===== src/pfta_pkg.sv =====
// Shared constants, types and helpers for the table access block
package pfta_pkg;
  localparam int ADDR_W = 22;
  localparam int LOW_W = 21;
  localparam int WORD_W = 16;
  localparam int BLK_LSB = 10;
  localparam int BLK_W = 12;
  localparam int HOLD_N = 64;
  localparam int HOLD_IDX_W = 6;
  localparam int UPPER_W = 6;
  localparam int CNT_W = 24;
  localparam int CLK_MHZ = 200;
  localparam logic [7:0] KEY_FIRST = 8'h55;
  localparam logic [7:0] KEY_SECOND = 8'hAA;
  localparam int CTRL_WORD = 5;
  localparam int CTRL_ERASE = 4;
  localparam int CTRL_ERR = 3;
  localparam int CTRL_ALLOW = 2;
  localparam int CTRL_KICK = 1;
  localparam logic [7:0] ZERO_BYTE = 8'h00;

  typedef enum logic [1:0] {OP_REG_WR, OP_REG_RD, OP_TBL_RD, OP_TBL_WR}
    pfta_op_t;
  typedef enum logic [2:0] {CMD_REG_WR, CMD_REG_RD, CMD_TBL_RD, CMD_TBL_WR,
    CMD_LAUNCH} pfta_cmd_t;
  typedef enum logic [2:0] {REG_PTR_LOW, REG_PTR_HIGH, REG_PTR_UPPER,
    REG_LATCH, REG_CTRL, REG_KEY} pfta_reg_t;
  typedef enum logic [1:0] {PTR_KEEP, PTR_POST_INC, PTR_POST_DEC,
    PTR_PRE_INC} pfta_mode_t;

  // Steps the low field only; the space-select bit rides along
  function automatic logic [ADDR_W-1:0] pfta_step(
    input logic [ADDR_W-1:0] p, input logic up);
    logic [LOW_W-1:0] low;
    low = up ? p[LOW_W-1:0] + 21'h000001 : p[LOW_W-1:0] - 21'h000001;
    return {p[ADDR_W-1], low};
  endfunction
endpackage


===== src/pfta_if.sv =====
// Link between the processor end and the flash table access end
interface pfta_if;
  import pfta_pkg::*;
  logic req_valid;
  logic req_ready;
  pfta_op_t req_op;
  pfta_reg_t req_reg;
  pfta_mode_t req_mode;
  logic [7:0] req_wdata;
  logic rsp_valid;
  logic [7:0] rsp_rdata;
  logic stall;

  modport dev (
    input req_valid, req_op, req_reg, req_mode, req_wdata,
    output req_ready, rsp_valid, rsp_rdata, stall
  );
  modport cpu (
    output req_valid, req_op, req_reg, req_mode, req_wdata,
    input req_ready, rsp_valid, rsp_rdata, stall
  );
endinterface


===== src/pfta_flash_dev.sv =====
// Table access, holding registers and self-timed erase/program control
module pfta_flash_dev #(
  parameter int ERASE_TIME_US = 1000,
  parameter int PROG_TIME_US = 1000
) (
  input wire logic SYS_CLK_I,
  input wire logic ARST_N_I,
  pfta_if.dev LINK,
  output logic [pfta_pkg::ADDR_W-1:0] FLASH_RD_ADDR_O,
  input wire logic [pfta_pkg::WORD_W-1:0] FLASH_RD_DATA_I,
  output logic FLASH_ERASE_O,
  output logic FLASH_PROG_O,
  output logic FLASH_PROG_WORD_O,
  output logic [pfta_pkg::BLK_W-1:0] FLASH_BLOCK_O,
  output logic [pfta_pkg::HOLD_IDX_W-1:0] FLASH_WORD_OFS_O,
  output logic [pfta_pkg::HOLD_N*8-1:0] FLASH_PROG_DATA_O,
  output logic FLASH_BUSY_O
);
  import pfta_pkg::*;

  localparam logic [CNT_W-1:0] ERASE_CYC = CNT_W'(ERASE_TIME_US * CLK_MHZ);
  localparam logic [CNT_W-1:0] PROG_CYC = CNT_W'(PROG_TIME_US * CLK_MHZ);

  typedef enum logic [1:0] {KEY_IDLE, KEY_HALF, KEY_ARMED} pfta_key_t;

  logic [ADDR_W-1:0] ptr;
  logic [ADDR_W-1:0] eff_ptr;
  logic [ADDR_W-1:0] next_ptr;
  logic [7:0] table_latch;
  logic word_sel, erase_sel, err_flag, allow, kick;
  logic [7:0] hold [HOLD_N];
  logic rd_pend;
  logic take, launch;
  logic timer_done;
  logic [7:0] ctrl_image;
  logic [7:0] rd_byte;
  pfta_key_t key_stage;

  ////////////////////////////////////////////////////////////////////////
  // Request acceptance
  // Nothing is taken while the array is tied up or a read is in flight
  assign LINK.req_ready = !kick && !rd_pend;
  assign LINK.stall = kick;
  assign take = LINK.req_valid && LINK.req_ready;

  assign launch = take && LINK.req_op == OP_REG_WR &&
    LINK.req_reg == REG_CTRL && LINK.req_wdata[CTRL_KICK] &&
    LINK.req_wdata[CTRL_ALLOW] && key_stage == KEY_ARMED;

  always_comb
  begin
    eff_ptr = (LINK.req_mode == PTR_PRE_INC) ? pfta_step(ptr, 1'b1) : ptr;
    case (LINK.req_mode)
      PTR_KEEP: next_ptr = ptr;
      PTR_POST_INC: next_ptr = pfta_step(ptr, 1'b1);
      PTR_POST_DEC: next_ptr = pfta_step(ptr, 1'b0);
      PTR_PRE_INC: next_ptr = eff_ptr;
      default: next_ptr = ptr;
    endcase
  end

  ////////////////////////////////////////////////////////////////////////
  // Unlock sequence: any other request in between breaks it
  always_ff @(posedge SYS_CLK_I or negedge ARST_N_I)
  begin
    if (!ARST_N_I)
      key_stage <= KEY_IDLE;
    else if (take)
    begin
      if (LINK.req_op == OP_REG_WR && LINK.req_reg == REG_KEY &&
          LINK.req_wdata == KEY_FIRST)
        key_stage <= KEY_HALF;
      else if (key_stage == KEY_HALF && LINK.req_op == OP_REG_WR &&
          LINK.req_reg == REG_KEY && LINK.req_wdata == KEY_SECOND)
        key_stage <= KEY_ARMED;
      else
        key_stage <= KEY_IDLE;
    end
  end

  ////////////////////////////////////////////////////////////////////////
  // Table pointer
  always_ff @(posedge SYS_CLK_I or negedge ARST_N_I)
  begin
    if (!ARST_N_I)
      ptr <= '0;
    else if (take)
    begin
      case (LINK.req_op)
        OP_REG_WR:
        begin
          case (LINK.req_reg)
            REG_PTR_LOW: ptr[7:0] <= LINK.req_wdata;
            REG_PTR_HIGH: ptr[15:8] <= LINK.req_wdata;
            REG_PTR_UPPER: ptr[ADDR_W-1:16] <= LINK.req_wdata[UPPER_W-1:0];
            default: ptr <= ptr;
          endcase
        end
        OP_TBL_RD, OP_TBL_WR: ptr <= next_ptr;
        default: ptr <= ptr;
      endcase
    end
  end

  ////////////////////////////////////////////////////////////////////////
  // Table reads: all 22 bits go out, top bit picks config space
  assign rd_byte = FLASH_RD_ADDR_O[0] ? FLASH_RD_DATA_I[15:8] :
    FLASH_RD_DATA_I[7:0];

  always_ff @(posedge SYS_CLK_I or negedge ARST_N_I)
  begin
    if (!ARST_N_I)
    begin
      FLASH_RD_ADDR_O <= '0;
      rd_pend <= 1'b0;
    end
    else
    begin
      rd_pend <= take && LINK.req_op == OP_TBL_RD;
      if (take && LINK.req_op == OP_TBL_RD)
        FLASH_RD_ADDR_O <= eff_ptr;
    end
  end

  always_ff @(posedge SYS_CLK_I or negedge ARST_N_I)
  begin
    if (!ARST_N_I)
      table_latch <= ZERO_BYTE;
    else if (rd_pend)
      table_latch <= rd_byte;
    else if (take && LINK.req_op == OP_REG_WR && LINK.req_reg == REG_LATCH)
      table_latch <= LINK.req_wdata;
  end

  ////////////////////////////////////////////////////////////////////////
  // Holding registers: short writes only, never cleared by programming
  genvar gi;
  generate
    for (gi = 0; gi < HOLD_N; gi++)
    begin : g_hold
      always_ff @(posedge SYS_CLK_I or negedge ARST_N_I)
      begin
        if (!ARST_N_I)
          hold[gi] <= ZERO_BYTE;
        else if (take && LINK.req_op == OP_TBL_WR &&
            eff_ptr[HOLD_IDX_W-1:0] == HOLD_IDX_W'(gi))
          hold[gi] <= table_latch;
      end
      assign FLASH_PROG_DATA_O[gi*8 +: 8] = hold[gi];
    end
  endgenerate

  ////////////////////////////////////////////////////////////////////////
  // Control bits
  always_ff @(posedge SYS_CLK_I or negedge ARST_N_I)
  begin
    if (!ARST_N_I)
    begin
      word_sel <= 1'b0;
      erase_sel <= 1'b0;
      allow <= 1'b0;
      err_flag <= 1'b0;
      kick <= 1'b0;
    end
    else
    begin
      if (take && LINK.req_op == OP_REG_WR && LINK.req_reg == REG_CTRL)
      begin
        word_sel <= LINK.req_wdata[CTRL_WORD];
        erase_sel <= LINK.req_wdata[CTRL_ERASE];
        allow <= LINK.req_wdata[CTRL_ALLOW];
        err_flag <= LINK.req_wdata[CTRL_ERR];
      end
      if (launch)
      begin
        kick <= 1'b1;
        err_flag <= 1'b1;
      end
      if (timer_done)
      begin
        kick <= 1'b0;
        err_flag <= 1'b0;
        if (erase_sel)
          erase_sel <= 1'b0;
      end
    end
  end

  assign ctrl_image = {2'b00, word_sel, erase_sel, err_flag, allow, kick,
    1'b0};

  ////////////////////////////////////////////////////////////////////////
  // Launch of the long write toward the array
  always_ff @(posedge SYS_CLK_I or negedge ARST_N_I)
  begin
    if (!ARST_N_I)
    begin
      FLASH_ERASE_O <= 1'b0;
      FLASH_PROG_O <= 1'b0;
      FLASH_PROG_WORD_O <= 1'b0;
      FLASH_BLOCK_O <= '0;
      FLASH_WORD_OFS_O <= '0;
    end
    else
    begin
      // Erase needs both allow and erase select in the launching write
      FLASH_ERASE_O <= launch && LINK.req_wdata[CTRL_ERASE];
      FLASH_PROG_O <= launch && !LINK.req_wdata[CTRL_ERASE];
      if (launch)
      begin
        // Only whole 1024-byte blocks are erased, low bits dropped
        FLASH_BLOCK_O <= ptr[ADDR_W-1:BLK_LSB];
        FLASH_PROG_WORD_O <= LINK.req_wdata[CTRL_WORD];
        FLASH_WORD_OFS_O <= {ptr[HOLD_IDX_W-1:1], 1'b0};
      end
    end
  end

  pfta_op_timer i_pfta_op_timer (
    .clk_i(SYS_CLK_I),
    .arst_n_i(ARST_N_I),
    .start_i(launch),
    .count_i(LINK.req_wdata[CTRL_ERASE] ? ERASE_CYC : PROG_CYC),
    .active_o(FLASH_BUSY_O),
    .done_o(timer_done)
  );

  ////////////////////////////////////////////////////////////////////////
  // Responses; the key register always reads zero
  always_ff @(posedge SYS_CLK_I or negedge ARST_N_I)
  begin
    if (!ARST_N_I)
    begin
      LINK.rsp_valid <= 1'b0;
      LINK.rsp_rdata <= ZERO_BYTE;
    end
    else
    begin
      LINK.rsp_valid <= rd_pend || (take && LINK.req_op == OP_REG_RD);
      if (rd_pend)
        LINK.rsp_rdata <= rd_byte;
      else if (take && LINK.req_op == OP_REG_RD)
      begin
        case (LINK.req_reg)
          REG_PTR_LOW: LINK.rsp_rdata <= ptr[7:0];
          REG_PTR_HIGH: LINK.rsp_rdata <= ptr[15:8];
          REG_PTR_UPPER: LINK.rsp_rdata <= {2'b00, ptr[ADDR_W-1:16]};
          REG_LATCH: LINK.rsp_rdata <= table_latch;
          REG_CTRL: LINK.rsp_rdata <= ctrl_image;
          default: LINK.rsp_rdata <= ZERO_BYTE;
        endcase
      end
    end
  end
endmodule


===== src/pfta_op_timer.sv =====
// Self-timed countdown for erase and program long writes
module pfta_op_timer (
  input wire logic clk_i,
  input wire logic arst_n_i,
  input wire logic start_i,
  input wire logic [pfta_pkg::CNT_W-1:0] count_i,
  output logic active_o,
  output logic done_o
);
  import pfta_pkg::*;

  logic [CNT_W-1:0] cnt;

  always_ff @(posedge clk_i or negedge arst_n_i)
  begin
    if (!arst_n_i)
    begin
      cnt <= '0;
      active_o <= 1'b0;
      done_o <= 1'b0;
    end
    else
    begin
      done_o <= 1'b0;
      if (start_i && !active_o)
      begin
        cnt <= count_i;
        active_o <= 1'b1;
      end
      else if (active_o)
      begin
        if (cnt <= CNT_W'(1))
        begin
          active_o <= 1'b0;
          done_o <= 1'b1;
        end
        cnt <= cnt - CNT_W'(1);
      end
    end
  end
endmodule


===== src/flat_wrapper.sv =====
// flat-port wrapper written by rule: the top's interface ports become plain ports
module pfta_flash_dev_flat import pfta_pkg::*;
#(
  parameter int ERASE_TIME_US = 1000,
  parameter int PROG_TIME_US = 1000
)
  (SYS_CLK_I, ARST_N_I, FLASH_RD_ADDR_O, FLASH_RD_DATA_I, FLASH_ERASE_O, FLASH_PROG_O, FLASH_PROG_WORD_O, FLASH_BLOCK_O, FLASH_WORD_OFS_O, FLASH_PROG_DATA_O, FLASH_BUSY_O, LINK_req_valid, LINK_req_op, LINK_req_reg, LINK_req_mode, LINK_req_wdata, LINK_req_ready, LINK_rsp_valid, LINK_rsp_rdata, LINK_stall);
  pfta_if LINK_i ();
  input wire logic SYS_CLK_I;
  input wire logic ARST_N_I;
  output logic [pfta_pkg::ADDR_W-1:0] FLASH_RD_ADDR_O;
  input wire logic [pfta_pkg::WORD_W-1:0] FLASH_RD_DATA_I;
  output logic FLASH_ERASE_O;
  output logic FLASH_PROG_O;
  output logic FLASH_PROG_WORD_O;
  output logic [pfta_pkg::BLK_W-1:0] FLASH_BLOCK_O;
  output logic [pfta_pkg::HOLD_IDX_W-1:0] FLASH_WORD_OFS_O;
  output logic [pfta_pkg::HOLD_N*8-1:0] FLASH_PROG_DATA_O;
  output logic FLASH_BUSY_O;
  input wire logic [$bits(LINK_i.req_valid)-1:0] LINK_req_valid;
  input wire logic [$bits(LINK_i.req_op)-1:0] LINK_req_op;
  input wire logic [$bits(LINK_i.req_reg)-1:0] LINK_req_reg;
  input wire logic [$bits(LINK_i.req_mode)-1:0] LINK_req_mode;
  input wire logic [$bits(LINK_i.req_wdata)-1:0] LINK_req_wdata;
  output wire logic [$bits(LINK_i.req_ready)-1:0] LINK_req_ready;
  output wire logic [$bits(LINK_i.rsp_valid)-1:0] LINK_rsp_valid;
  output wire logic [$bits(LINK_i.rsp_rdata)-1:0] LINK_rsp_rdata;
  output wire logic [$bits(LINK_i.stall)-1:0] LINK_stall;
  assign LINK_i.req_valid = LINK_req_valid;
  assign LINK_i.req_op = LINK_req_op;
  assign LINK_i.req_reg = LINK_req_reg;
  assign LINK_i.req_mode = LINK_req_mode;
  assign LINK_i.req_wdata = LINK_req_wdata;
  assign LINK_req_ready = LINK_i.req_ready;
  assign LINK_rsp_valid = LINK_i.rsp_valid;
  assign LINK_rsp_rdata = LINK_i.rsp_rdata;
  assign LINK_stall = LINK_i.stall;
  pfta_flash_dev #(.ERASE_TIME_US(ERASE_TIME_US), .PROG_TIME_US(PROG_TIME_US)) u_core (.SYS_CLK_I(SYS_CLK_I), .ARST_N_I(ARST_N_I), .LINK(LINK_i), .FLASH_RD_ADDR_O(FLASH_RD_ADDR_O), .FLASH_RD_DATA_I(FLASH_RD_DATA_I), .FLASH_ERASE_O(FLASH_ERASE_O), .FLASH_PROG_O(FLASH_PROG_O), .FLASH_PROG_WORD_O(FLASH_PROG_WORD_O), .FLASH_BLOCK_O(FLASH_BLOCK_O), .FLASH_WORD_OFS_O(FLASH_WORD_OFS_O), .FLASH_PROG_DATA_O(FLASH_PROG_DATA_O), .FLASH_BUSY_O(FLASH_BUSY_O));
endmodule

===== config.mk =====
export PLATFORM = sky130hd
export DESIGN_NAME = pfta_flash_dev_flat
export DESIGN_NICKNAME = d
export VERILOG_FILES = /design/src/pfta_pkg.sv /design/src/pfta_if.sv /design/src/pfta_flash_dev.sv /design/src/pfta_op_timer.sv /design/src/flat_wrapper.sv
export SDC_FILE = /design/constraint.sdc
export NUM_CORES = 1
export LEC_CHECK = 0
export BUFFER_PORTS_ARGS = -buffer_cell sky130_fd_sc_hd__buf_2
export CORE_MARGIN = 3
export CORE_UTILIZATION = 45
export CTS_BUF_LIST = sky130_fd_sc_hd__clkbuf_4 sky130_fd_sc_hd__clkbuf_8
export DETAILED_ROUTE_END_ITERATION = 8
export PLACE_DENSITY_LB_ADDON = 0.08
export SYNTH_ARGS = -nofsm -noshare
export SYNTH_HDL_FRONTEND = slang
export SYNTH_HIERARCHICAL = 1
export SYNTH_SLANG_ARGS = --single-unit

===== constraint.sdc =====
create_clock -name SYS_CLK_I -period 4.05 [get_ports SYS_CLK_I]
set_clock_uncertainty 0.05 [all_clocks]
set_input_delay 0 -clock SYS_CLK_I [delete_from_list [all_inputs] [get_ports SYS_CLK_I]]
set_output_delay 0 -clock SYS_CLK_I [all_outputs]
set_load 0.01 [all_outputs]

== Yosys cells after proc, flatten, opt, wreduce, memory -nomap -nowiden ==
Cells that the tools add are included.

* Register bits: 627
* Input bits: 34
* Output and inout bits: 567

* Add/subtract/negate cells: 3
* $lt $le $gt $ge: 1
* Eq/ne operators: 84
* Muxes and demuxes: 30
* Reductions and logical operators: 103

{| class="wikitable"
|+ Operator list
! operator !! number
|-
| 6-bit == test, second input constant || 32
|-
| 6-bit by 5-bit == test with 1-bit output, second input constant || 16
|-
| 1-bit logical AND || 83
|-
| 22-bit case mux with 3 select lines || 1
|-
| 8-bit two-way mux || 7
|-
| 6-bit by 4-bit == test with 1-bit output, second input constant || 8
|-
| 24-bit two-way mux || 2
|-
| 22-bit case mux with 2 select lines || 1
|-
| 8-bit case mux with 5 select lines || 1
|-
| 6-bit by 3-bit == test with 1-bit output, second input constant || 4
|-
| 24-bit by 1-bit <= comparator with 1-bit output, second input constant || 1
|-
| 24-bit by 1-bit subtractor with 24-bit output, second input constant || 1
|-
| 21-bit by 1-bit adder with 21-bit output, second input constant || 1
|-
| 21-bit two-way mux || 1
|-
| 21-bit by 1-bit subtractor with 21-bit output, second input constant || 1
|-
| 1-bit two-way mux || 14
|-
| 6-bit by 2-bit == test with 1-bit output, second input constant || 2
|-
| 2-bit inequality test, second input constant || 6
|-
| 4-bit AND reduction || 3
|-
| 2-bit == test, second input constant || 5
|-
| 2-bit nonzero test || 5
|-
| 8-bit by 7-bit == test with 1-bit output, second input constant || 1
|-
| 8-bit == test, second input constant || 1
|-
| 2-bit by 1-bit == test with 1-bit output, second input constant || 3
|-
| other kinds (14) || 21
|}

== Longest topological paths before layout ==
* Depth after elaboration: 10
* Depth in mapped cells: 11
* Mapped depth without buffers: 8

== Modules after synthesis ==
Netlist, hierarchy kept.

{| class="wikitable"
|+ By module, submodules not included
! module !! instances !! cells an instance !! area an instance (um^2) !! sequential area each (um^2)
|-
| pfta_flash_dev || 1 || 1809 || 25258.0 || 15039.4
|-
| pfta_op_timer || 1 || 174 || 1566.5 || 650.6
|}

== Least setup slack after synthesis ==
Ideal clock, no wire load.

* Path kind: register -> register
* Start: register u_core.ptr[0]
* End: register u_core.hold, in the netlist u_core/FLASH_PROG_DATA_O[288]
* Setup time: 0.125 ns
* Arrival: 2.642 ns
* Slack: 1.233 ns
* Stages on the path, launching flop included: 9
* Buffers on the path: 1
* Cells stage by stage: dfrtp_1 clkbuf_1 inv_1 ha_1 and3_1 nor2_1 nand4_4 a211oi_4 mux2_2

* Longest elaborated chain between the ends: 4

{| class="wikitable"
|+ Ends and longest elaborated chain
! element !! RTL line !! source
|-
| from (decl) || pfta_flash_dev.sv:26 || <nowiki>logic [ADDR_W-1:0] ptr;</nowiki>
|-
| from (signal assigned) || pfta_flash_dev.sv:93 || <nowiki>REG_PTR_LOW: ptr[7:0] <= LINK.req_wdata;</nowiki>
|-
| from (signal, indexed assignment) || pfta_flash_dev.sv:95 || <nowiki>REG_PTR_UPPER: ptr[ADDR_W-1:16] <= LINK.req_wdata[UPPER_W-1:0];</nowiki>
|-
| from (signal assigned) || pfta_flash_dev.sv:96 || <nowiki>default: ptr <= ptr;</nowiki>
|-
| 21-bit by 1-bit adder with 21-bit output || pfta_pkg.sv:35 || <nowiki>low = up ? p[LOW_W-1:0] + 21'h000001 : p[LOW_W-1:0] - 21'h000001;</nowiki>
|-
| 21-bit two-way mux (*) || pfta_flash_dev.sv:52 || <nowiki>eff_ptr = (LINK.req_mode == PTR_PRE_INC) ? pfta_step(ptr, 1'b1) : ptr;</nowiki>
|-
| 6-bit == test (*) || pfta_flash_dev.sv:146 || <nowiki>eff_ptr[HOLD_IDX_W-1:0] == HOLD_IDX_W'(gi))</nowiki>
|-
| 1-bit logical AND (*) || pfta_flash_dev.sv:145 || <nowiki>else if (take && LINK.req_op == OP_TBL_WR &&</nowiki>
|-
| to (signal, indexed assignment) || pfta_flash_dev.sv:147 || <nowiki>hold[gi] <= table_latch;</nowiki>
|-
| to (decl) || pfta_flash_dev.sv:31 || <nowiki>logic [7:0] hold [HOLD_N];</nowiki>
|}

Mark *: on every way between the ends. The rest lies on a longest branch, timed or not.
A chain may end at the register's enable or synchronous reset.

== Final worst setup path ==
* Start: register u_core.ptr[1]
* End: register u_core.hold, in the netlist u_core/FLASH_PROG_DATA_O[488]

Same word-level chain as after synthesis.

==> flow_summary.ini <==
[yosys]
synthAdderAreaFrac = 0.00233
muxShareOfSynthArea = 0.235
synth_edf_count = 0
yosys.area_share.simple = 0.0807
avgSynthCellArea_sq_um = 13.5
ys_ff_latch = 627
netlist_area_sq_um = 26800
postSynthCellCount = 1983
synthArstFlopShare = 1.00
yosysMostFrequentCell = dfrtp_1
ys_seq_area_frac = 0.585
synth_top_area_cell = dfrtp_1
synthFlopType = dfrtp_1
ys_types = 88
yosysTopAreaCellShare = 0.585
ys_warn_count = 6
synth_compound_area_frac = 0.0665
synth_xor_area_frac = 0.00742
synth_top_cells_by_count = 627 x dfrtp_1, 541 x mux2_2, 106 x clkbuf_1
synth.area.top_cells = dfrtp_1 58%, mux2_2 23%, clkbuf_1 1.5%
synth_top_family_by_area = multiplexers

[placement]
port_buffers = 599
globalplace.congestion = 0.889
dp.cells = 3272
dp_hpwl_um = 61700
placed_cell_area_sq_um = 30700

[cells_and_area]
area_growth_pct = 24.6
layout-drive-gt1-share = 0.535
final_area_sq_um = 33400
final_net_count = 2701
fill_cells = 4988
fin_cells = 3510

[worst_setup_path]
worst_setup_path_end_kind = register
crit_type = reg2reg
arrival_ps = 4090
crit_path_max_incr_delay_ps = 860
crit_buf_inv = 0
startpoint_type = register
crit_slowest_cell = a31oi_2
path_cells = ha_1 -> and4_1 -> nand3_1 -> a31oi_2 -> nand2_1 -> mux2_2
required_ps = 4550
path_max_fanout = 13
crit_family = simple AND/OR/NAND/NOR gates

[pwr]
p_leak_nw = 17.9
power_frac_seq = 0.457
power_density_nw_per_um2 = 511
finalPower_mw = 17.1
max-vdd-ir-drop_v = 0.000318
switchingPower_mw = 5.35
p_int_mw = 11.7
p_sw_frac = 0.314
clkPwrFrac = 0.344
combinationalPowerShare = 0.199

[global_routing]
track_usage = 0.279
grt_pass1_vias = 20100
antenna_found_initial = 1
grt_max_degree = 97
grt_first_pass_wirelength_um = 133000
grt-ovfl-total = 0

[job]
drv_cap = 0

[clocking]
clockBufferDepth = 3
cts_root_buf = clkbuf_8
clkLatencyLatePin_ps = 700
cts_resized = 0
cts_buffers = 105
htree_levels = 3
cts.sinks = 627
cts.clk_slew.worst_paths_ps = 60
cts_tree = yes

[routing]
drt-pass1-iter-count = 5
via_per_inst = 5.55
wirelength_um = 89000
final_antenna_net_count = 0
drc_errors = 0
drtIter0Drc = 1150
num_vias = 19500
wire_per_inst_um = 25.3

[sta]
fin_hold_ws_ps = 225
finalMaxSlewViolations = 0
period_share = 0.884
fmax_ghz = 0.279
max_slew.worst_pin.slew_ps = 1040
setup_viol = 0
maxSlewHeadroom = 0.307
setup_tns_ps = 0
hold_viol = 0
grt_setup_unrepaired = no
min_period_ps = 3580

[floorplan]
ios = 601
core-area_sq_um = 58400
placementRows = 88
fp.dieW_um = 250
die-area_sq_um = 62600
die_h_um = 250
start_util = 0.460

[run_status]
outcome = completed

[hold_path]
hold_path_class = in2reg
per-layer routing:
layer,track usage,vias to the layer above,routed length (um)
met2,0.471,681,44300
met3,0.0640,150,5550
met1,0.351,10200,36100
li1,-,8509,-
met5,0,-,0
met4,0.102,0,2980
state kept, by name (all words and copies together) (netlist names):
register and flops:
u_core/FLASH_BLOCK_O 12, u_core/FLASH_ERASE_O 1, u_core/FLASH_PROG_DATA_O 512, u_core/FLASH_PROG_O 1, u_core/FLASH_PROG_WORD_O 1, u_core/FLASH_RD_ADDR_O 22, u_core/FLASH_WORD_OFS_O 5, u_core/LINK.rsp_rdata 8
u_core/LINK.rsp_valid 1, u_core/LINK.stall 1, u_core/allow 1, u_core/erase_sel 1, u_core/err_flag 1, u_core/i_pfta_op_timer/active_o 1, u_core/i_pfta_op_timer/cnt 24, u_core/i_pfta_op_timer/done_o 1
u_core/key_stage 2, u_core/ptr 22, u_core/rd_pend 1, u_core/table_latch 8, u_core/word_sel 1
tightest hold or removal path, cell delays in order:
cell           delay, ps
dlygate4sd3_1        530
buf_2                210
and2_1               170
power groups by stage:
stage / Sequential, mW / Clock, mW / Combinational [mW]
after CTS: 7.79 / 6.04 / 3.44
final: 7.80 / 5.87 / 3.40
after floorplan: 7.86 / 0 / 1.60
after detailed placement: 7.89 / 0 / 3.37
after global placement: 7.86 / 0 / 3.34
after global routing: 7.89 / 6.32 / 3.63
area by class of cell:
| type | count | area, sq um | area share |
|---|---|---|---|
| flip-flops and latches | 627 | 15700 | 0.470 |
| inverters | 17 | 63.8 | 0.00191 |
| clock inverters | 12 | 81.3 | 0.00243 |
| well taps | 765 | 957 | 0.0286 |
| clock buffers | 176 | 2150 | 0.0644 |
| diodes | 2 | 5.00 | 0.000150 |
| multi-input cells | 1224 | 10600 | 0.317 |
| repair buffers | 687 | 3860 | 0.115 |
per-stage QoR:
| step | setup WS (ps) | util |
|---|---|---|
| 6_report | 468 | 0.573 |
| 5_1_grt | 356 | 0.573 |
| 4_1_cts | 505 | 0.573 |
| 3_5_place_dp | 518 | 0.526 |
| 3_3_place_gp | 530 | 0.526 |
| 2_1_floorplan | 1230 | - |
worst paths after layout:
check	startpoint	endpoint	slack (ps)	cells past startpoint
max	u_core/ptr[1]	u_core/FLASH_PROG_DATA_O[488]	470	6
min	LINK_req_wdata[4]	u_core/FLASH_ERASE_O	220	3
max reg2reg	u_core/ptr[1]	u_core/FLASH_PROG_DATA_O[488]	470	6
min reg2reg	u_core/FLASH_RD_ADDR_O[19]	u_core/FLASH_RD_ADDR_O[19]	420	2
max in group asynchronous	ARST_N_I	u_core/table_latch[3]	2630	4
min in group asynchronous	ARST_N_I	u_core/ptr[14]	570	4
cells by family (layout without fill, tap and decap cells):
group / count (synthesis) / after routing
XOR/XNOR: 21 / 21
AND/OR/NAND/NOR: 367 / 367
other: 2 / 27
adder cells (fa/ha/maj): 5 / 5
flip-flops: 627 / 627
multiplexers: 559 / 559
AO/OA/AOI/OAI: 247 / 247
buffers and inverters: 155 / 892
repair_timing:
action	CTS	global route
hold buffers	48	0
buffers inserted	0	0
hold endpoints to repair	624	0
placed cells by master (no fill, tap or decap), types with 9 or more instances in the layout:
| master | n |
|---|---|
| nor2_2 | 14 |
| nand3_1 | 24 |
| nor2b_1 | 13 |
| or3_1 | 11 |
| nor3_1 | 25 |
| a211oi_1 | 14 |
| a21o_1 | 11 |
| xnor2_1 | 15 |
| a21oi_1 | 42 |
| buf_2 | 598 |
| dlygate4sd3_1 | 47 |
| o22ai_1 | 21 |
| conb_1 | 25 |
| a31oi_1 | 12 |
| nand2_1 | 99 |
| o21a_1 | 9 |
| dfrtp_1 | 619 |
| nor2_1 | 61 |
| clkbuf_8 | 133 |
| nor3_4 | 13 |
| o21ai_0 | 46 |
| mux2_2 | 541 |
| clkbuf_4 | 43 |
| a22oi_1 | 17 |
| nand3_2 | 11 |
| buf_4 | 36 |
| inv_1 | 16 |
| nor4_1 | 14 |
| mux2i_1 | 10 |
| nand4_1 | 16 |
(Power assumes the default switching activity.)
